$ cat src/verilog/hqmc_pkg.sv
// Shared constants of the harmonic mode classifier: ranges, thresholds, register map.
package hqmc_pkg;

  // ----------------------------------------------------------------
  // Analysis range and sub-band layout
  // ----------------------------------------------------------------
  localparam int unsigned COEF_W    = 16;           // Signed coefficient width.
  localparam int unsigned IDX_W     = 10;           // Coefficient index width.
  localparam int unsigned SUM_W     = 21;           // Sum of 32 magnitudes.
  localparam int unsigned BAND_LEN  = 32;           // Coefficients per sub-band.
  localparam int unsigned BAND_FIRST = 3;           // First analysed sub-band.
  localparam int unsigned BAND_SPLIT = 8;           // First sub-band of the high group.
  localparam int unsigned BAND_LAST = 16;           // Last analysed sub-band.
  localparam logic [IDX_W-1:0] IDX_FIRST = 10'h060; // Coefficient 96, 2400 Hz.
  localparam logic [IDX_W-1:0] IDX_LAST  = 10'h21F; // Coefficient 543, last below 13600 Hz.
  localparam logic [4:0] POS_LAST = 5'h1F;          // Last position inside a sub-band.

  // ----------------------------------------------------------------
  // Sharpness thresholds as integer ratios
  // ----------------------------------------------------------------
  // Sharp > 4.5 is 32*max > 4.5*sum, i.e. 64*max > 9*sum.
  // Sharp > 3.6 is 32*max > 3.6*sum, i.e. 80*max > 9*sum.
  localparam int unsigned CMP_W   = 26;
  localparam logic [6:0] LO_NUM   = 7'h40;          // 64.
  localparam logic [6:0] HI_NUM   = 7'h50;          // 80.
  localparam logic [3:0] SUM_DEN  = 4'h9;           // 9.
  localparam logic [COEF_W-1:0] PEAK_MIN = 16'h000A; // Peak must exceed 10.

  // ----------------------------------------------------------------
  // Frame decision constants
  // ----------------------------------------------------------------
  localparam logic [3:0] CNT_MAX      = 4'h8;       // Streak counter ceiling.
  localparam logic [3:0] CNT_RESET    = 4'h0;       // Streak counter after reset.
  localparam logic [3:0] TOTAL_MIN    = 4'hA;       // Low plus high count at least 10.
  localparam logic [3:0] HIGH_MIN     = 4'h5;       // High count must exceed 5.
  localparam logic [3:0] NONHARM_LIM  = 4'h5;       // Non-harmonic streak limit.

  // ----------------------------------------------------------------
  // Operating point encodings
  // ----------------------------------------------------------------
  localparam logic [1:0] BW_NB  = 2'h0;
  localparam logic [1:0] BW_WB  = 2'h1;
  localparam logic [1:0] BW_SWB = 2'h2;
  localparam logic [1:0] BW_FB  = 2'h3;
  localparam logic [1:0] RATE_7K2  = 2'h0;
  localparam logic [1:0] RATE_8K0  = 2'h1;
  localparam logic [1:0] RATE_13K2 = 2'h2;
  localparam logic [1:0] RATE_16K4 = 2'h3;
  localparam logic [1:0] FS_8K  = 2'h0;
  localparam logic [1:0] FS_16K = 2'h1;
  localparam logic [1:0] FS_32K = 2'h2;
  localparam logic [1:0] FS_48K = 2'h3;

  // ----------------------------------------------------------------
  // Register map (byte addresses) and reset values
  // ----------------------------------------------------------------
  localparam logic [7:0] ADR_CTRL   = 8'h00;
  localparam logic [7:0] ADR_STATUS = 8'h04;
  localparam logic [7:0] ADR_FRAMES = 8'h08;
  localparam logic [1:0] CTRL_BW_RST   = 2'h2;      // Super-wideband.
  localparam logic [1:0] CTRL_RATE_RST = 2'h2;      // 13.2 kbps.
  localparam logic [1:0] CTRL_FS_RST   = 2'h2;      // 32 kHz.
  localparam int unsigned CTRL_BW_POS   = 0;
  localparam int unsigned CTRL_RATE_POS = 2;
  localparam int unsigned CTRL_FS_POS   = 4;
  localparam int unsigned CTRL_CLR_POS  = 8;

endpackage

$ cat src/verilog/hqmc_band_acc.sv
// Sub-band accumulator: peak and sum of 32 coefficient magnitudes.
`timescale 1ns/100ps
module hqmc_band_acc (
  // Clock and reset.
  input  wire logic                             clk,
  input  wire logic                             rst,
  // Coefficient stream.
  input  wire logic                             coef_valid,
  input  wire logic [hqmc_pkg::IDX_W-1:0]       coef_index,
  input  wire logic signed [hqmc_pkg::COEF_W-1:0] coef_value,
  // Finished sub-band.
  output logic                                  band_done,
  output logic [4:0]                            band_num,
  output logic [hqmc_pkg::COEF_W-1:0]           band_peak,
  output logic [hqmc_pkg::SUM_W-1:0]            band_sum
);

  // ----------------------------------------------------------------
  // Magnitude and range selection
  // ----------------------------------------------------------------
  logic                           in_range;  // Coefficient lies in the analysed range.
  logic [hqmc_pkg::COEF_W-1:0]    mag;       // Absolute value; -32768 maps to 32768.
  logic                           first_pos; // First coefficient of a sub-band.
  logic [hqmc_pkg::COEF_W-1:0]    peak_reg;  // Running peak of the open sub-band.
  logic [hqmc_pkg::SUM_W-1:0]     sum_reg;   // Running sum of the open sub-band.
  logic [hqmc_pkg::COEF_W-1:0]    peak_next;
  logic [hqmc_pkg::SUM_W-1:0]     sum_next;

  // Coefficients outside 2400..13600 Hz never reach the sums.
  assign in_range  = coef_valid && (coef_index >= hqmc_pkg::IDX_FIRST)
                     && (coef_index <= hqmc_pkg::IDX_LAST);
  assign mag       = coef_value[hqmc_pkg::COEF_W-1] ? 16'(-coef_value) : coef_value;
  assign first_pos = (coef_index[4:0] == 5'h00);

  // Sub-band j covers indices 32j..32j+31, so a new band restarts on position 0.
  always_comb begin
    peak_next = first_pos ? mag : ((mag > peak_reg) ? mag : peak_reg);
    sum_next  = (first_pos ? '0 : sum_reg) + 21'(mag);
  end

  // ----------------------------------------------------------------
  // Running accumulation
  // ----------------------------------------------------------------
  always_ff @(posedge clk) begin
    if (rst) begin
      peak_reg <= '0;
      sum_reg  <= '0;
    end else if (in_range) begin
      peak_reg <= peak_next;
      sum_reg  <= sum_next;
    end
  end

  // Publish the finished sub-band one cycle after its 32nd coefficient.
  always_ff @(posedge clk) begin
    if (rst) begin
      band_done <= 1'b0;
      band_num  <= 5'h00;
      band_peak <= '0;
      band_sum  <= '0;
    end else begin
      band_done <= in_range && (coef_index[4:0] == hqmc_pkg::POS_LAST);
      if (in_range && (coef_index[4:0] == hqmc_pkg::POS_LAST)) begin
        band_num  <= coef_index[9:5];
        band_peak <= peak_next;
        band_sum  <= sum_next;
      end
    end
  end

endmodule

$ cat src/verilog/hqmc_sat_cnt.sv
// Saturating up/down streak counter held between zero and a ceiling.
`timescale 1ns/100ps
module hqmc_sat_cnt (
  // Clock and reset.
  input  wire logic       clk,
  input  wire logic       rst,
  // Control.
  input  wire logic       clear,
  input  wire logic       step,
  input  wire logic       up,
  // Value now and after the pending step.
  output logic [3:0]      count,
  output logic [3:0]      count_next
);

  // ----------------------------------------------------------------
  // Saturating step
  // ----------------------------------------------------------------
  // An increment at the ceiling or a decrement at zero leaves the value alone.
  always_comb begin
    count_next = count;
    if (step && up && (count < hqmc_pkg::CNT_MAX)) begin
      count_next = count + 4'h1;
    end else if (step && !up && (count > hqmc_pkg::CNT_RESET)) begin
      count_next = count - 4'h1;
    end
  end

  // Reset and software clear both return the streak to zero.
  always_ff @(posedge clk) begin
    if (rst || clear) begin
      count <= hqmc_pkg::CNT_RESET;
    end else begin
      count <= count_next;
    end
  end

endmodule

$ cat src/verilog/hqmc_classifier.sv
// Per-frame tonality estimator and Normal/Harmonic/Transient mode classifier.
`timescale 1ns/100ps
module hqmc_classifier (
  // Clock and reset.
  input  wire logic                               clk,
  input  wire logic                               rst,
  // Coefficient stream from the transform stage.
  input  wire logic                               coef_valid,
  input  wire logic [hqmc_pkg::IDX_W-1:0]         coef_index,
  input  wire logic signed [hqmc_pkg::COEF_W-1:0] coef_value,
  input  wire logic                               frame_transient,
  // Mode bits to the bitstream packer.
  output logic                                    mode_valid,
  output logic                                    mode_transient,
  output logic                                    mode_harmonic,
  // Wishbone register slave.
  input  wire logic                               wb_cyc_i,
  input  wire logic                               wb_stb_i,
  input  wire logic                               wb_we_i,
  input  wire logic [7:0]                         wb_adr_i,
  input  wire logic [31:0]                        wb_dat_i,
  input  wire logic [3:0]                         wb_sel_i,
  output logic [31:0]                             wb_dat_o,
  output logic                                    wb_ack_o
);

  // ----------------------------------------------------------------
  // Declarations
  // ----------------------------------------------------------------
  // Sub-band results.
  logic                               band_done;     // One finished sub-band.
  logic [4:0]                         band_num;      // Its index j.
  logic [hqmc_pkg::COEF_W-1:0]        band_peak;     // Its peak magnitude.
  logic [hqmc_pkg::SUM_W-1:0]         band_sum;      // Its magnitude sum.

  logic [hqmc_pkg::CMP_W-1:0]         peak_lo_scaled; // 64 times the peak.
  logic [hqmc_pkg::CMP_W-1:0]         peak_hi_scaled; // 80 times the peak.
  logic [hqmc_pkg::CMP_W-1:0]         sum_scaled;    // 9 times the sum.
  logic                               sharp_lo;      // Peakiness above 4.5.
  logic                               sharp_hi;      // Peakiness above 3.6.

  logic [3:0]                         lo_cnt_reg;    // Tonal low sub-bands this frame.
  logic [3:0]                         hi_cnt_reg;    // Tonal high sub-bands this frame.
  logic                               frame_end_reg; // Last sub-band just counted.
  logic                               trans_reg;     // Transient flag of the frame.
  logic                               tonal;         // Frame meets the tonal test.
  logic                               eligible;      // Operating point allows Harmonic.
  logic                               estimate;      // Run the streak update.
  logic                               harm_decision; // Harmonic outcome before gating.

  // Streak counters.
  logic [3:0]                         harm_streak;
  // Only the non-harmonic streak needs its look-ahead.
  logic [3:0]                         nonharm_streak;
  logic [3:0]                         nonharm_streak_next;

  logic [1:0]                         bw_reg;        // Bandwidth setting.
  logic [1:0]                         rate_reg;      // Bit rate setting.
  logic [1:0]                         fs_reg;        // Input sample rate setting.
  logic                               clr_reg;       // One-cycle streak clear.
  logic [3:0]                         last_lo_reg;   // Low count of the last frame.
  logic [3:0]                         last_hi_reg;   // High count of the last frame.
  logic                               last_tonal_reg; // Tonal test of the last frame.
  logic [15:0]                        frames_reg;    // Frames classified, wraps.

  logic                               wb_req;        // Bus request present.
  logic [31:0]                        rd_data;       // Read mux.

  // ----------------------------------------------------------------
  // Sub-band accumulation
  // ----------------------------------------------------------------
  hqmc_band_acc u_band_acc (
    .clk        (clk),
    .rst        (rst),
    .coef_valid (coef_valid),
    .coef_index (coef_index),
    .coef_value (coef_value),
    .band_done  (band_done),
    .band_num   (band_num),
    .band_peak  (band_peak),
    .band_sum   (band_sum)
  );

  // ----------------------------------------------------------------
  // Sharpness tests
  // ----------------------------------------------------------------
  // Cross-multiplying avoids a divider: 32*peak/sum > T is tested as
  // num*peak > den*sum. A zero sum forces a zero peak, so both tests fail,
  // which is exactly the zero peakiness the estimator calls for.
  // 26 bits hold nine times the largest sum.
  assign peak_lo_scaled = 26'(band_peak) * 26'(hqmc_pkg::LO_NUM);
  assign peak_hi_scaled = 26'(band_peak) * 26'(hqmc_pkg::HI_NUM);
  assign sum_scaled     = 26'(band_sum) * 26'(hqmc_pkg::SUM_DEN);
  assign sharp_lo = (peak_lo_scaled > sum_scaled);
  // The peak floor is strict.
  assign sharp_hi = (peak_hi_scaled > sum_scaled)
                    && (band_peak > hqmc_pkg::PEAK_MIN);

  // ----------------------------------------------------------------
  // Tonal band counts
  // ----------------------------------------------------------------
  // Counts restart after every frame end so each frame starts from zero.
  always_ff @(posedge clk) begin
    if (rst || frame_end_reg) begin
      lo_cnt_reg <= 4'h0;
      hi_cnt_reg <= 4'h0;
    end else if (band_done) begin
      // Low group, bands 3..7.
      if ((band_num < 5'(hqmc_pkg::BAND_SPLIT)) && sharp_lo) begin
        lo_cnt_reg <= lo_cnt_reg + 4'h1;
      end
      // High group, bands 8..16.
      if ((band_num >= 5'(hqmc_pkg::BAND_SPLIT)) && sharp_hi) begin
        hi_cnt_reg <= hi_cnt_reg + 4'h1;
      end
    end
  end

  // The frame closes once sub-band 16 is counted; transient is taken with it.
  always_ff @(posedge clk) begin
    if (rst) begin
      frame_end_reg <= 1'b0;
      trans_reg     <= 1'b0;
    end else begin
      // Band 16 done: all 448 are in.
      frame_end_reg <= band_done && (band_num == 5'(hqmc_pkg::BAND_LAST));
      // Flag rides on index 543 only.
      if (coef_valid && (coef_index == hqmc_pkg::IDX_LAST)) begin
        trans_reg <= frame_transient;
      end
    end
  end

  // ----------------------------------------------------------------
  // Frame decision
  // ----------------------------------------------------------------
  // Counts are final at frame end.
  assign tonal = ((5'(lo_cnt_reg) + 5'(hi_cnt_reg)) >= 5'(hqmc_pkg::TOTAL_MIN))
                 && (hi_cnt_reg > hqmc_pkg::HIGH_MIN);

  // Harmonic mode exists only for SWB/FB at 13.2 or 16.4 kbps with
  // 32/48 kHz input. Everything else, including narrowband, is Normal or Transient.
  assign eligible = ((bw_reg == hqmc_pkg::BW_SWB) || (bw_reg == hqmc_pkg::BW_FB))
                    && ((rate_reg == hqmc_pkg::RATE_13K2)
                        || (rate_reg == hqmc_pkg::RATE_16K4))
                    && (fs_reg != hqmc_pkg::FS_8K) && (fs_reg != hqmc_pkg::FS_16K)
                    && (bw_reg != hqmc_pkg::BW_NB);

  // Streaks move only on frames that pass through the estimator.
  // Transient frames never touch them.
  assign estimate = frame_end_reg && eligible && !trans_reg;

  // A clear beats a step in one cycle.
  hqmc_sat_cnt u_harm_cnt (
    .clk        (clk),
    .rst        (rst),
    .clear      (clr_reg),
    .step       (estimate),
    .up         (tonal),
    .count      (harm_streak),
    .count_next ()
  );

  // Mirror of the harmonic streak.
  hqmc_sat_cnt u_nonharm_cnt (
    .clk        (clk),
    .rst        (rst),
    .clear      (clr_reg),
    .step       (estimate),
    .up         (!tonal),
    .count      (nonharm_streak),
    .count_next (nonharm_streak_next)
  );

  // The decision looks at the non-harmonic streak after this frame's step.
  // Five or more is Harmonic regardless.
  assign harm_decision = ((nonharm_streak_next < hqmc_pkg::NONHARM_LIM) && tonal)
                         || (nonharm_streak_next >= hqmc_pkg::NONHARM_LIM);

  // Mode bits change only at frame end and hold until the next one.
  always_ff @(posedge clk) begin
    if (rst) begin
      mode_valid     <= 1'b0;
      mode_transient <= 1'b0;
      mode_harmonic  <= 1'b0;
    end else begin
      mode_valid <= frame_end_reg;
      // Ineligible frames give Normal, or Transient when the frame is flagged transient.
      if (frame_end_reg) begin
        mode_transient <= trans_reg;
        mode_harmonic  <= estimate && harm_decision;
      end
    end
  end

  // Snapshot of the last frame for software.
  // Taken before the counts reset.
  always_ff @(posedge clk) begin
    if (rst) begin
      last_lo_reg    <= 4'h0;
      last_hi_reg    <= 4'h0;
      last_tonal_reg <= 1'b0;
      frames_reg     <= 16'h0000;
    end else if (frame_end_reg) begin
      last_lo_reg    <= lo_cnt_reg;
      last_hi_reg    <= hi_cnt_reg;
      last_tonal_reg <= tonal;
      frames_reg     <= frames_reg + 16'h0001;
    end
  end

  // ----------------------------------------------------------------
  // Wishbone slave
  // ----------------------------------------------------------------
  // Ack comes one cycle after the request and drops the next cycle. Writes
  // land on the edge where the master sees ack, so a request withdrawn
  // early never writes.
  assign wb_req = wb_cyc_i && wb_stb_i;

  always_ff @(posedge clk) begin
    if (rst) begin
      wb_ack_o <= 1'b0;
    end else begin
      // Never high two cycles in a row.
      wb_ack_o <= wb_req && !wb_ack_o;
    end
  end

  // Configuration writes; byte lane 0 holds settings, lane 1 the clear.
  always_ff @(posedge clk) begin
    if (rst) begin
      bw_reg   <= hqmc_pkg::CTRL_BW_RST;
      rate_reg <= hqmc_pkg::CTRL_RATE_RST;
      fs_reg   <= hqmc_pkg::CTRL_FS_RST;
      clr_reg  <= 1'b0;
    end else begin
      // The clear pulse lasts one cycle.
      clr_reg <= 1'b0;
      if (wb_req && wb_ack_o && wb_we_i && (wb_adr_i == hqmc_pkg::ADR_CTRL)) begin
        if (wb_sel_i[0]) begin
          bw_reg   <= wb_dat_i[hqmc_pkg::CTRL_BW_POS +: 2];
          rate_reg <= wb_dat_i[hqmc_pkg::CTRL_RATE_POS +: 2];
          fs_reg   <= wb_dat_i[hqmc_pkg::CTRL_FS_POS +: 2];
        end
        // Lane 1: clear only.
        if (wb_sel_i[1]) begin
          clr_reg <= wb_dat_i[hqmc_pkg::CTRL_CLR_POS];
        end
      end
    end
  end

  // Read mux; unmapped addresses read as zero and are still acknowledged.
  always_comb begin
    rd_data = 32'h0000_0000;
    case (wb_adr_i)
      hqmc_pkg::ADR_CTRL: begin
        // Settings.
        rd_data = {26'h000_0000, fs_reg, rate_reg, bw_reg};
      end
      hqmc_pkg::ADR_STATUS: begin
        // Streaks, counts, mode.
        rd_data = {13'h0000, last_tonal_reg, mode_harmonic, mode_transient,
                   last_hi_reg, last_lo_reg, nonharm_streak, harm_streak};
      end
      hqmc_pkg::ADR_FRAMES: begin
        // Frame count.
        rd_data = {16'h0000, frames_reg};
      end
      default: begin
        rd_data = 32'h0000_0000;
      end
    endcase
  end

  // Read data is taken with the request and stands with the ack
  // until the next request.
  always_ff @(posedge clk) begin
    if (rst) begin
      wb_dat_o <= 32'h0000_0000;
    end else if (wb_req && !wb_ack_o) begin
      wb_dat_o <= rd_data;
    end
  end

endmodule

$ cat config.mk
export PLATFORM = sky130hd
export DESIGN_NAME = hqmc_classifier
export DESIGN_NICKNAME = d
export VERILOG_FILES = /design/src/verilog/hqmc_pkg.sv /design/src/verilog/hqmc_band_acc.sv /design/src/verilog/hqmc_sat_cnt.sv /design/src/verilog/hqmc_classifier.sv
export SDC_FILE = /design/constraint.sdc
export NUM_CORES = 1
export LEC_CHECK = 0
export BUFFER_PORTS_ARGS = -buffer_cell sky130_fd_sc_hd__buf_4
export CORE_MARGIN = 2
export CORE_UTILIZATION = 45
export DETAILED_ROUTE_END_ITERATION = 6
export PLACE_DENSITY = 0.73
export REMOVE_ABC_BUFFERS = 1
export SLEW_MARGIN = 20
export SYNTH_ARGS = -nofsm -noshare
export SYNTH_HDL_FRONTEND = slang
export SYNTH_SLANG_ARGS = --single-unit
$ cat constraint.sdc
create_clock -name clk -period 4.9 [get_ports clk]
set_clock_uncertainty 0.15 [all_clocks]
set_input_delay 0.245 -clock clk [delete_from_list [all_inputs] [get_ports clk]]
set_output_delay 0.245 -clock clk [all_outputs]
set_load 0.02 [all_outputs]
# [Yosys cells after proc, flatten, opt, wreduce, memory -nomap -nowiden]
# Cells that the tools add are included.
[totals] input_bits=77 register_bits=166
[classes] multipliers=2 muxes=9 eq_ne=10 n_lt_le_gt_ge=16 reduce_logical=45 n_addsub=10 bitwise=2
[op_table] op="$pmux 19 s3" n=1
[op_table] op="$mux 16" n=3
[op_table] op="$logic_and 1x1->1" n=28
[op_table] op="$gt 22x25->1" n=1
[op_table] op="$gt 23x25->1" n=1
[op_table] op="$mul 21x4->25 const B" n=1
[op_table] op="$add 21x16->21" n=1
[op_table] op="$mux 21" n=1
[op_table] op="$mul 16x3->19 const B" n=1
[op_table] op="$add 16x1->16 const B" n=1
[op_table] op="$add 4x1->4 const B" n=4
[op_table] op="$gt 16x16->1" n=1
[op_table] op="$gt 16x4->1 const B" n=1
[op_table] op="$mux 4" n=4
[op_table] op="$neg 16->16" n=1
[op_table] op="$eq 10x10->1 const B" n=1
[op_table] op="$eq 5x5->1 const B" n=2
[op_table] op="$ge 10x7->1 const B" n=1
[op_table] op="$ge 5x4->1 const B" n=2
[op_table] op="$le 10x10->1 const B" n=1
[op_table] op="$eq 2x2->1 const B" n=4
[op_table] op="$eq 8x3->1 const B" n=1
[op_table] op="$eq 8x4->1 const B" n=1
[op_table] op="$gt 4x1->1 const B" n=2
[op_table] op="other kinds (16)" n=29

# [Longest topological paths before layout]
# Gate-level depths: netlist (run 1).
[depth] depth_word=16 ltp_mapped=21 depth_no_buf=21

# [By module]
# A second synthesis (run 1) with hierarchy kept.
[hier_totals] hier_cells=1389 hier_area_um2=11544.8
[by_module_without_submodules] module="hqmc_classifier" area_per_inst_um2=5998.3 seq_area_each_um2=1301.2 n_inst=1 cells_per_inst=705
[by_module_without_submodules] module="hqmc_band_acc" area_per_inst_um2=4868.4 seq_area_each_um2=1601.5 n_inst=1 cells_per_inst=606
[by_module_without_submodules] module="hqmc_sat_cnt" area_per_inst_um2=339.1 seq_area_each_um2=80.1 n_inst=2 cells_per_inst=39

# [Least setup slack after synthesis (run 1)]
# OpenSTA, ideal clock, no wires.
[synth_timing] kind="register to register" from="register u_band_acc.band_peak[1] (netlist name)" to="register hi_cnt_reg[2]" path_stages_with_launch=21 setup_slack_ps=665 arrival_time_ps=4013 t_required_ps=4678 setup_time_ps=72 n_path_buf=0 path_cell_list="dfxtp_1 > ha_1 > ha_1 > inv_1 > fa_1 > nor2b_1 > o2111ai_1 > nand3_1 > a31o_2 > a21o_1 > a21o_1 > a21o_1 > a21o_1 > a21oi_1 > xnor2_1 > ha_1 > nand4_1 > a2111oi_4 > o311ai_1 > a211oi_1 > mux2i_1"
[synth_via] elab_chain_len=5
[synth_lines] element="start, declared" line="hqmc_band_acc.sv:14" source="output logic [hqmc_pkg::COEF_W-1:0] band_peak,"
[synth_lines] element="start signal, assigned" line="hqmc_band_acc.sv:65" source="band_peak <= peak_next;"
[synth_lines] element="$mul 16x3->19" line="hqmc_classifier.sv:92" source="assign peak_hi_scaled = 26'(band_peak) * 26'(hqmc_pkg::HI_NUM);"
[synth_lines] element="$gt 23x25->1" line="hqmc_classifier.sv:96" source="assign sharp_hi = (peak_hi_scaled > sum_scaled)"
[synth_lines] element="$logic_and 1x1->1 *" line="hqmc_classifier.sv:97" source="&& (band_peak > hqmc_pkg::PEAK_MIN);"
[synth_lines] element="$logic_and 1x1->1 *" line="hqmc_classifier.sv:113" source="if ((band_num >= 5'(hqmc_pkg::BAND_SPLIT)) && sharp_hi) begin"
[synth_lines] element="$reduce_and 2->1 (no source line) *"
[synth_lines] element="end signal, assigned" line="hqmc_classifier.sv:114" source="hi_cnt_reg <= hi_cnt_reg + 4'h1;"
[synth_lines] element="end, declared" line="hqmc_classifier.sv:43" source="logic [3:0] hi_cnt_reg;"
# Every way passes the cells marked *; elsewhere a longest branch is shown, timed or not.
# A chain may end at the register's enable or synchronous reset.

# [Worst setup path after layout (run 1)]
[layout_timing] from="input coef_value[0] (netlist name)" to="register u_band_acc.band_peak[0] (netlist name)"
[layout_via] elab_chain_len=5
[layout_lines] element="start, declared" line="hqmc_classifier.sv:10" source="input wire logic signed [hqmc_pkg::COEF_W-1:0] coef_value,"
[layout_lines] element="$neg 16->16" line="hqmc_band_acc.sv:32" source="assign mag = coef_value[hqmc_pkg::COEF_W-1] ? 16'(-coef_value) : coef_value;"
[layout_lines] element="$mux 16 *" line="hqmc_band_acc.sv:32"
[layout_lines] element="$gt 16x16->1" line="hqmc_band_acc.sv:37" source="peak_next = first_pos ? mag : ((mag > peak_reg) ? mag : peak_reg);"
[layout_lines] element="$mux 16" line="hqmc_band_acc.sv:37"
[layout_lines] element="$mux 16 *" line="hqmc_band_acc.sv:37"
# Marked as above.

==> out/qor.yml, run 1 <==
status: "completed"
vias: 10086
path_buf_inv: 4
path_cells: "dlygate4sd3_1, buf_4, or3_1, or2_2, o31ai_1, xor2_1, inv_1, ha_1, a21o_1, a21o_1, a21o_1, a21o_1, a21o_1, a21oi_1, o22ai_1, o31ai_4, buf_4, mux2i_1, a211oi_1"
mostFrequentLayoutCells: "nand2_1 (152), dfxtp_1 (151), ha_1 (135)"
ys_types: 74
routedWlPerCell_um: 15.1
grt_pass1_vias: 9429
clockBufferDepth: 2
drt_pass1_iterations: 5
startpoint_type: "primary input"
slew_headroom_pct: 47.9
fin_crit_sh_pct: 95.2
drc: 0
grt_max_degree: 82
postRouteAntennaNets: 0
numClockSinks: 153
path_class: "primary input to flop"
slowest_stage: "dlygate4sd3_1"
avgSynthCellArea_um2: 8.07
slew_viol_final: 0
worst_slack_ps: 237
gp_congestion: 0.881
start_util_pct: 45.4
ys_seq_area_share_pct: 27.0
grt_first_pass_wirelength_mm: 45.4
crit_path_end_kind: "flop"
timing.final.hold_violations: 0
clk_latency_ps: 440
vias_per_cell: 5.57
min_from: "coef_valid"
syn_area_um2: 11300
regArea_um2: 3070
setup-violations-final: 0
hold_path.class: "primary input to flop"
die_y_um: 163
nets: 1686
max_stage_delay_ps: 540
multi_input_area_um2: 7750
antenna_found_initial: 0
num_antenna_cells: 0
r2r_slack_ps: 280
numCtsBuffers: 17
dp_slack_ps: 285
totalWireLength_mm: 27.4
arrival_ps: 4800
fp.coreArea_um2: 25000
max_freq_mhz: 214
clock-root-buffer: "clkbuf_16"
finalCriticalPeriod_ps: 4660
grt_util_all_layers_pct: 21.0
cp_max_fo: 30
die_w_um: 163
tns_ps: 0
synth_flop_cell: "dfxtp_1"
tightest_slew_ps: 762
final_cell_area_um2: 12900
num-fill-cells: 2286
htreeDepth: 4
crit_family: "compound AO/OA/AOI/OAI gates"
die_area_um2: 26500
drive_above_1_share_pct: 10.3
required_ps: 5040
num_rows: 58
ys_seq_elements: 153
crit_start: "coef_value[0]"
maxCapViolations: 0
grt_overflow: 0
power_density_nw_per_um2: 237
cts_tree: "built"
port_buffers: 72
critPathMostFrequentCell: "a21o_1"
post_dp_cell_area_um2: 12200
leakage_nw: 5.69
io_pins: 113
timing.rr.start: "u_band_acc.band_peak[1]"
areaGrowthSynthToFinish_pct: 14.1
dpl.hpwl_mm: 21.0
async_reset_ff_share_pct: 0
drt-initial-drc-count: 598
synth_cells: 1406
final_common_cell: "nand2_1"
ir_drop_uv: 231
synth-edff-count: 0
yosysWarningCount: 0
clkSlewWorstSetupHoldPaths_ps: 70
through the flow:
| step | hold WS [ps] | total power [mW] | util [%] | std cells |
|---|---|---|---|---|
| finish | 40.5 | 3.06 | 51.8 | 1812 |
| global route | 72.0 | 3.19 | 51.8 | 1812 |
| CTS | 31.5 | 3.08 | 51.8 | 1812 |
| detailed placement | 270 | 1.76 | 48.8 | 1764 |
| global placement | 262 | 1.75 | 48.8 | 1764 |
| floorplan | 164 | 1.60 | - | 1342 |
path summary, 6_finish.rpt:
path	to	cells past startpoint
max	u_band_acc.band_peak[0]	19
max reg2reg	hi_cnt_reg[0]	20
min reg2reg	frame_end_reg	1
min	trans_reg	4
per-layer routing:
layer,GRT usage [%],up-vias,share of wire (%)
met5,0,-,0
met4,7.20,0,2.1
met3,2.83,40,3.6
met2,34.2,184,47
met1,28.7,4701,47
li1,-,5161,-
kinds of logic after synthesis:
group	after synthesis	share of synthesized area, %
simple gates	507	21.9
compound gates	339	20.0
flops	153	27.0
buf+inv	147	5.33
fa+ha+maj	141	15.9
xor+xnor	83	6.79
mux	35	3.09
other cells	1	0.0331
cell usage after synthesis (9+ instances only):
cell / n / area share [%]
a211o_1: 11 / 0.85
nor2_1: 126 / 4.2
nor2b_1: 10 / 0.55
nand3_1: 33 / 1.5
nor3b_1: 12 / 0.79
or2_2: 10 / 0.55
a211oi_1: 30 / 2.0
a22oi_1: 18 / 1.2
xnor2_1: 35 / 2.7
o211ai_1: 9 / 0.60
or3_1: 13 / 0.72
o21ai_0: 43 / 1.9
nand3b_1: 12 / 0.79
a31oi_1: 11 / 0.61
nor3_1: 35 / 1.5
and2_1: 27 / 1.5
xor2_1: 45 / 3.5
ha_1: 135 / 15
clkbuf_1: 57 / 1.9
buf_4: 13 / 0.86
dfxtp_1: 153 / 27
o311ai_0: 12 / 0.93
mux2i_1: 35 / 3.1
or4_1: 12 / 0.79
nand4_1: 18 / 0.99
a21o_1: 36 / 2.4
a21oi_1: 107 / 4.7
nor4_1: 18 / 0.99
inv_1: 71 / 2.4
nand2b_1: 12 / 0.66
nand2_1: 152 / 5.0
tightest hold or removal path: stages:
cell and delay, ps:
buf_4 120, nand3_1 80, mux2i_1 70, nor2_1 80
timing repair:
item | CTS | global route
endpoints found under the setup margin | 0 | 4
endpoints found under the hold margin | 14 | 0
resized for setup | 0 | 5
setup buffers | 0 | 0
hold buffers | 16 | 0
power breakdown:
| part | internal, mW | switching (mW) |
|---|---|---|
| Clock | 0.722 | 0.588 |
| Combinational | 0.189 | 0.287 |
| Sequential | 1.27 | 0.0114 |
layout make-up:
class | instances | area share, %
Multi-Input combinational cell | 1118 | 59.9
Sequential cell | 153 | 23.7
Timing Repair Buffer | 108 | 6.67
Clock buffer | 18 | 3.32
Tap cell | 330 | 3.19
Inverter | 71 | 2.06
Clock inverter | 14 | 1.18
(Power assumes the default switching activity.)
==> run 2, diff against run 1 <==
--- a/config.mk
+++ b/config.mk
@@ -5,6 +5,7 @@
 export SDC_FILE = /design/constraint.sdc
 export NUM_CORES = 1
 export LEC_CHECK = 0
+export ABC_AREA = 1
 export BUFFER_PORTS_ARGS = -buffer_cell sky130_fd_sc_hd__buf_4
 export CORE_MARGIN = 2
 export CORE_UTILIZATION = 45
==> constraint.sdc (replaced) <==
create_clock -name clk -period 5.1 [get_ports clk]
set_clock_uncertainty 0.15 [all_clocks]
set_input_delay 0.255 -clock clk [delete_from_list [all_inputs] [get_ports clk]]
set_output_delay 0.255 -clock clk [all_outputs]
set_load 0.02 [all_outputs]
==> run 2 against run 1 <==
Net effect: routed wire length is 0.60% higher; sequential power down 3%; via count grew 6.5%; non-clock buffer count fell by 14; synthesized cell count increased by 19%; largest cell class unchanged; highest routed layer unchanged.
==> out/qor.yml, run 2 <==
status: "completed"
arrival_ps: 4470
slew_viol_final: 0
cts_setup_buffers: 0
synth_area_leaders: "dfxtp_1 (27%), ha_1 (15%), nand2_1 (12%), inv_1 (8.5%), a21oi_1 (6.2%)"
slew_headroom_pct: 45.8
htreeDepth: 4
drive_above_1_share_pct: 9.46
yosysTopAreaCell: "dfxtp_1"
worst_slack_ps: 846
yosysMostFrequentCell: "nand2_1"
grt_overflow: 0
leakage_nw: 6.61
finalCriticalPeriod_ps: 4250
io_pins: 113
ir_drop_uv: 182
setup-violations-final: 0
cp_max_fo: 5
path_class: "flop to flop"
clock-root-buffer: "clkbuf_16"
ys_top_cells_by_count: "nand2_1 (365), inv_1 (258), dfxtp_1 (153)"
min_path_cells: 6
areaGrowthSynthToFinish_pct: 13.6
gp_congestion: 0.915
tns_ps: 0
numCtsBuffers: 17
multi_input_area_um2: 7140
vias: 10744
ys_seq_elements: 153
dp_slack_ps: 895
clk_latency_ps: 440
async_reset_ff_share_pct: 0
avgSynthCellArea_um2: 6.83
synth_cells: 1670
numClockSinks: 153
drc: 0
antenna_found_initial: 0
max_freq_mhz: 235
die_area_um2: 26600
final_common_cell: "nand2_1"
nets: 1958
grt_util_all_layers_pct: 21.3
hold_path.class: "primary input to flop"
startpoint_type: "flop"
drt_pass1_iterations: 5
fp.coreArea_um2: 25000
start_util_pct: 45.6
ys_seq_area_share_pct: 26.8
synth-edff-count: 0
synth_top_cell_area_share_pct: 26.8
grt_setup_unrepaired: "false"
num-fill-cells: 2415
grt_first_pass_wirelength_mm: 46.6
clkSlewWorstSetupHoldPaths_ps: 70
tightest_slew_ps: 812
postRouteAntennaNets: 0
dpl.hpwl_mm: 21.3
routedWlPerCell_um: 13.2
regArea_um2: 3060
crit_path_end_kind: "flop"
drt-initial-drc-count: 610
post_dp_cell_area_um2: 12200
totalWireLength_mm: 27.6
r2r_slack_ps: 850
final_cell_area_um2: 13000
grt_max_degree: 59
vias_per_cell: 5.16
cts_resized: 0
die_y_um: 163
required_ps: 5320
grt_pass1_vias: 10114
maxCapViolations: 0
port_buffers: 72
synth_flop_cell: "dfxtp_1"
clockBufferDepth: 2
power_density_nw_per_um2: 234
mostFrequentLayoutCells: "nand2_1 (365), inv_1 (258), dfxtp_1 (153)"
yosysWarningCount: 0
cts_tree: "built"
timing.final.hold_violations: 0
num_antenna_cells: 0
die_w_um: 163
fin_crit_sh_pct: 83.4
ys_types: 48
reg2regPathDepth: 25
syn_area_um2: 11400
num_rows: 58
total_power_mw: 3.03
## run 2: cell types whose count changed after synthesis, moves of 29 or more
| cell | before | now |
|---|---|---|
| nand2_1 | 152 | 365 |
| inv_1 | 71 | 258 |
| o21ai_0 | 43 | 102 |
| nand3_1 | 33 | 78 |
| a21o_1 | 36 | 1 |
| mux2i_1 | 35 | 0 |
| a21oi_1 | 107 | 141 |
| clkbuf_1 | 57 | 28 |
## run 2: metrics by stage
| stage | hold slack (ps) | utilization [%] | cells |
|---|---|---|---|
| 6_report | 137 | 51.8 | 2084 |
| 5_1_grt | 174 | 51.8 | 2084 |
| 4_1_cts | 127 | 51.8 | 2084 |
| 3_5_place_dp | 262 | 48.8 | 2037 |
| 3_3_place_gp | 265 | 48.8 | 2037 |
| 2_1_floorplan | 174 | - | 1628 |
## run 2: power by group
| group | internal [mW] | total, mW | switching (mW) | leakage (nW) |
|---|---|---|---|---|
| logic | 0.183 | 0.500 | 0.317 | 5.08 |
| clock network | 0.703 | 1.30 | 0.593 | 0.293 |
| registers | 1.22 | 1.24 | 0.0168 | 1.24 |
## run 2: worst max-delay path, cell delays in order, from the launching register on
cell	delay, ps
dfxtp_1	360
ha_1	300
ha_1	160
inv_1	50
fa_1	400
o21ai_1	280
nand3_1	130
nand2_1	100
a21oi_1	60
o21bai_1	210
a21oi_1	100
o21bai_1	220
nand3_1	100
nand2_1	80
xor2_1	70
ha_1	310
nand4_1	100
nor4_1	240
nand2_1	80
nor2_1	100
nand3_1	80
nor2_1	120
nor2_2	90
nand2_2	100
nand2_1	60
a21oi_2	120
## run 2: cell type report
cell class	count	area share, %
multi-input combinational	1209	55.1
timing repair buffer	94	5.74
inverter	266	7.70
clock buffer	17	3.28
sequential	153	23.6
tap	330	3.19
clock inverter	15	1.34
## run 2: kinds of logic after synthesis
kind of cell / after synthesis / synth area share [%]
AOI/OAI and AO/OA: 339 / 16.8
xor gates and xnor gates: 59 / 4.53
adders and majority gates: 140 / 15.7
buffers and inverters: 320 / 11.0
DFF: 153 / 26.8
other: 1 / 0.0329
and+or+nand+nor: 658 / 25.1
## run 2: path summary, 6_finish.rpt
kind | startpoint | end
hold / removal | coef_index[4] | u_band_acc.band_sum[14]
setup reg to reg | u_band_acc.band_peak[1] | hi_cnt_reg[0]
hold reg to reg | u_band_acc.band_num[1] | frame_end_reg
setup / recovery | u_band_acc.band_peak[1] | hi_cnt_reg[0]
## run 2: what timing repair did
action / in CTS / in global routing
endpoints found under the setup margin: 0 / 0
hold buffers: 15 / 0
hold endpoints to repair: 13 / 0
## run 2: layer usage
layer / track usage, % / vias to the layer above / share of wire, %
li1: - / 5626 / -
met1: 26.1 / 4786 / 44
met2: 37.2 / 269 / 48
met3: 2.69 / 63 / 4.4
met4: 9.77 / 0 / 3.4
met5: 0 / - / 0
==> run 3, diff against run 2 <==
==> constraint.sdc (replaced) <==
create_clock -name clk -period 4.2 [get_ports clk]
set_clock_uncertainty 0.15 [all_clocks]
set_input_delay 0.21 -clock clk [delete_from_list [all_inputs] [get_ports clk]]
set_output_delay 0.21 -clock clk [all_outputs]
set_load 0.02 [all_outputs]
==> run 3 against run 2 <==
Net effect: fmax rose by 5.9%; flip-flop and latch count stayed put; global-route usage decreased by 0.088 points; clock-buffer cell count unchanged; sequential share of layout area is 0.51 points lower; power up 25%; final cell count is 0.91% higher; die area stayed put; critical path type unchanged; largest cell class unchanged.
==> out/qor.yml, run 3 (synthesis results as in run 2) <==
max_stage_delay_ps: 380
grt_util_all_layers_pct: 21.3
die_area_um2: 26600
io_pins: 113
htreeDepth: 4
crit_start: "u_band_acc.band_peak[1]"
r2r_slack_ps: 190
slew_viol_final: 0
post_dp_cell_area_um2: 12300
grt_overflow: 0
mostFrequentLayoutCells: "nand2_1 (359), inv_1 (257), dfxtp_1 (146)"
startpoint_type: "flop"
port_buffers: 72
ir_drop_uv: 285
fin_util_pct: 53.1
clock-root-buffer: "clkbuf_16"
cts_tree: "built"
status: "completed"
totalWireLength_mm: 27.9
grt_max_degree: 58
drt_pass1_iterations: 5
arrival_ps: 4230
drive_above_1_share_pct: 11.9
numCtsBuffers: 17
dp_cells: 2052
final-instance-count-excl-fill: 2103
num-fill-cells: 2380
maxCapViolations: 0
r2r_end: "hi_cnt_reg[1]"
clk_latency_ps: 440
reg2regPathDepth: 25
nets: 1977
fp.coreArea_um2: 25000
start_util_pct: 45.6
timing.final.hold_violations: 0
num_rows: 58
worst_slack_ps: 185
routedWlPerCell_um: 13.3
timing.rr.start: "u_band_acc.band_peak[1]"
grt_pass1_vias: 10091
areaGrowthSynthToFinish_pct: 16.5
regArea_um2: 3070
vias_per_cell: 5.17
power_density_nw_per_um2: 285
tightest_slew_ps: 751
path_class: "flop to flop"
num_antenna_cells: 0
postRouteAntennaNets: 0
dp_slack_ps: 222
clkSlewWorstSetupHoldPaths_ps: 70
slowest_stage: "fa_2"
crit_path_end_kind: "flop"
multi_input_area_um2: 7290
final_cell_area_um2: 13300
worst-path-stages: 25
drc: 0
leakage_nw: 6.72
endpoint: "hi_cnt_reg[1]"
max_freq_mhz: 249
final_common_cell: "nand2_1"
total_power_mw: 3.79
drt-initial-drc-count: 697
dpl.hpwl_mm: 21.3
required_ps: 4420
path_buf_inv: 1
cp_max_fo: 5
die_y_um: 163
antenna_found_initial: 0
fin_crit_sh_pct: 95.6
slew_headroom_pct: 49.8
numClockSinks: 153
clockBufferDepth: 2
die_w_um: 163
gp_congestion: 0.905
grt_setup_unrepaired: "true"
crit_family: "simple AND/OR/NAND/NOR gates"
grt_first_pass_wirelength_mm: 46.4
hold_path.class: "primary input to flop"
setup-violations-final: 0
vias: 10864
finalCriticalPeriod_ps: 4010
==> run 3: cell count changes in the layout (fill, tap and decap cells not counted), sizes merged <==
cell         change
buf             +17
bufinv           +2
clkinvlp         -1
dlygate4sd3      +2
inv              -1
==> run 3: how the worst min path moves through the flow <==
stage | cells after the start | startpoint | slack, ps | end
2_1_floorplan | 1 | rst | 130 | u_band_acc.band_sum[2]
3_3_place_gp | 1 | u_band_acc.band_num[0] | 270 | frame_end_reg
3_5_place_dp | 1 | u_band_acc.band_num[1] | 270 | frame_end_reg
4_1_cts | 3 | wb_sel_i[0] | 80 | bw_reg[0]
5_1_grt | 3 | wb_sel_i[0] | 100 | bw_reg[0]
6_report | 3 | wb_sel_i[0] | 90 | bw_reg[0]
==> run 3: stage by stage <==
step | setup TNS, ps | hold slack [ps]
after floorplan | 0 | 129
after global placement | 0 | 268
after detailed placement | 0 | 269
after CTS | 0 | 76.3
after global routing | -543 | 97.0
final | 0 | 85.3
==> run 3: where the power goes <==
group / internal [mW] / switching [mW] / total (mW)
sequential: 1.48 / 0.0202 / 1.50
clock: 0.962 / 0.703 / 1.67
combinational: 0.235 / 0.390 / 0.625
total: 2.68 / 1.11 / 3.79
==> run 3: timing repair <==
action                                  CTS  global route
gates resized for setup                   0            33
setup buffers                             0             2
endpoints found under the hold margin    13             0
hold buffers                             17             0
endpoints found under the setup margin    0             4
==> run 3: final cells by class <==
type / instances / area share (%)
inverters: 266 / 7.51
flip-flops and latches: 153 / 23.1
multi-input cells: 1209 / 54.8
well taps: 330 / 3.11
repair buffers: 113 / 6.70
clock buffers: 17 / 3.20
clock inverters: 15 / 1.52
==> run 3: worst min-delay path: cells and delay by family <==
| kind | cells | cell delay, ps |
|---|---|---|
| AND/OR/NAND/NOR | 1 | 170 |
| AO/OA/AOI/OAI | 1 | 180 |
| buffers and inverters | 1 | 80 |
==> run 3: routing by layer <==
layer	GRT usage (%)	vias up	share of wire (%)
met5	0	-	0
met4	9.77	0	3.5
met3	2.51	62	4.2
met2	36.6	255	48
met1	26.5	4880	44
li1	-	5667	-
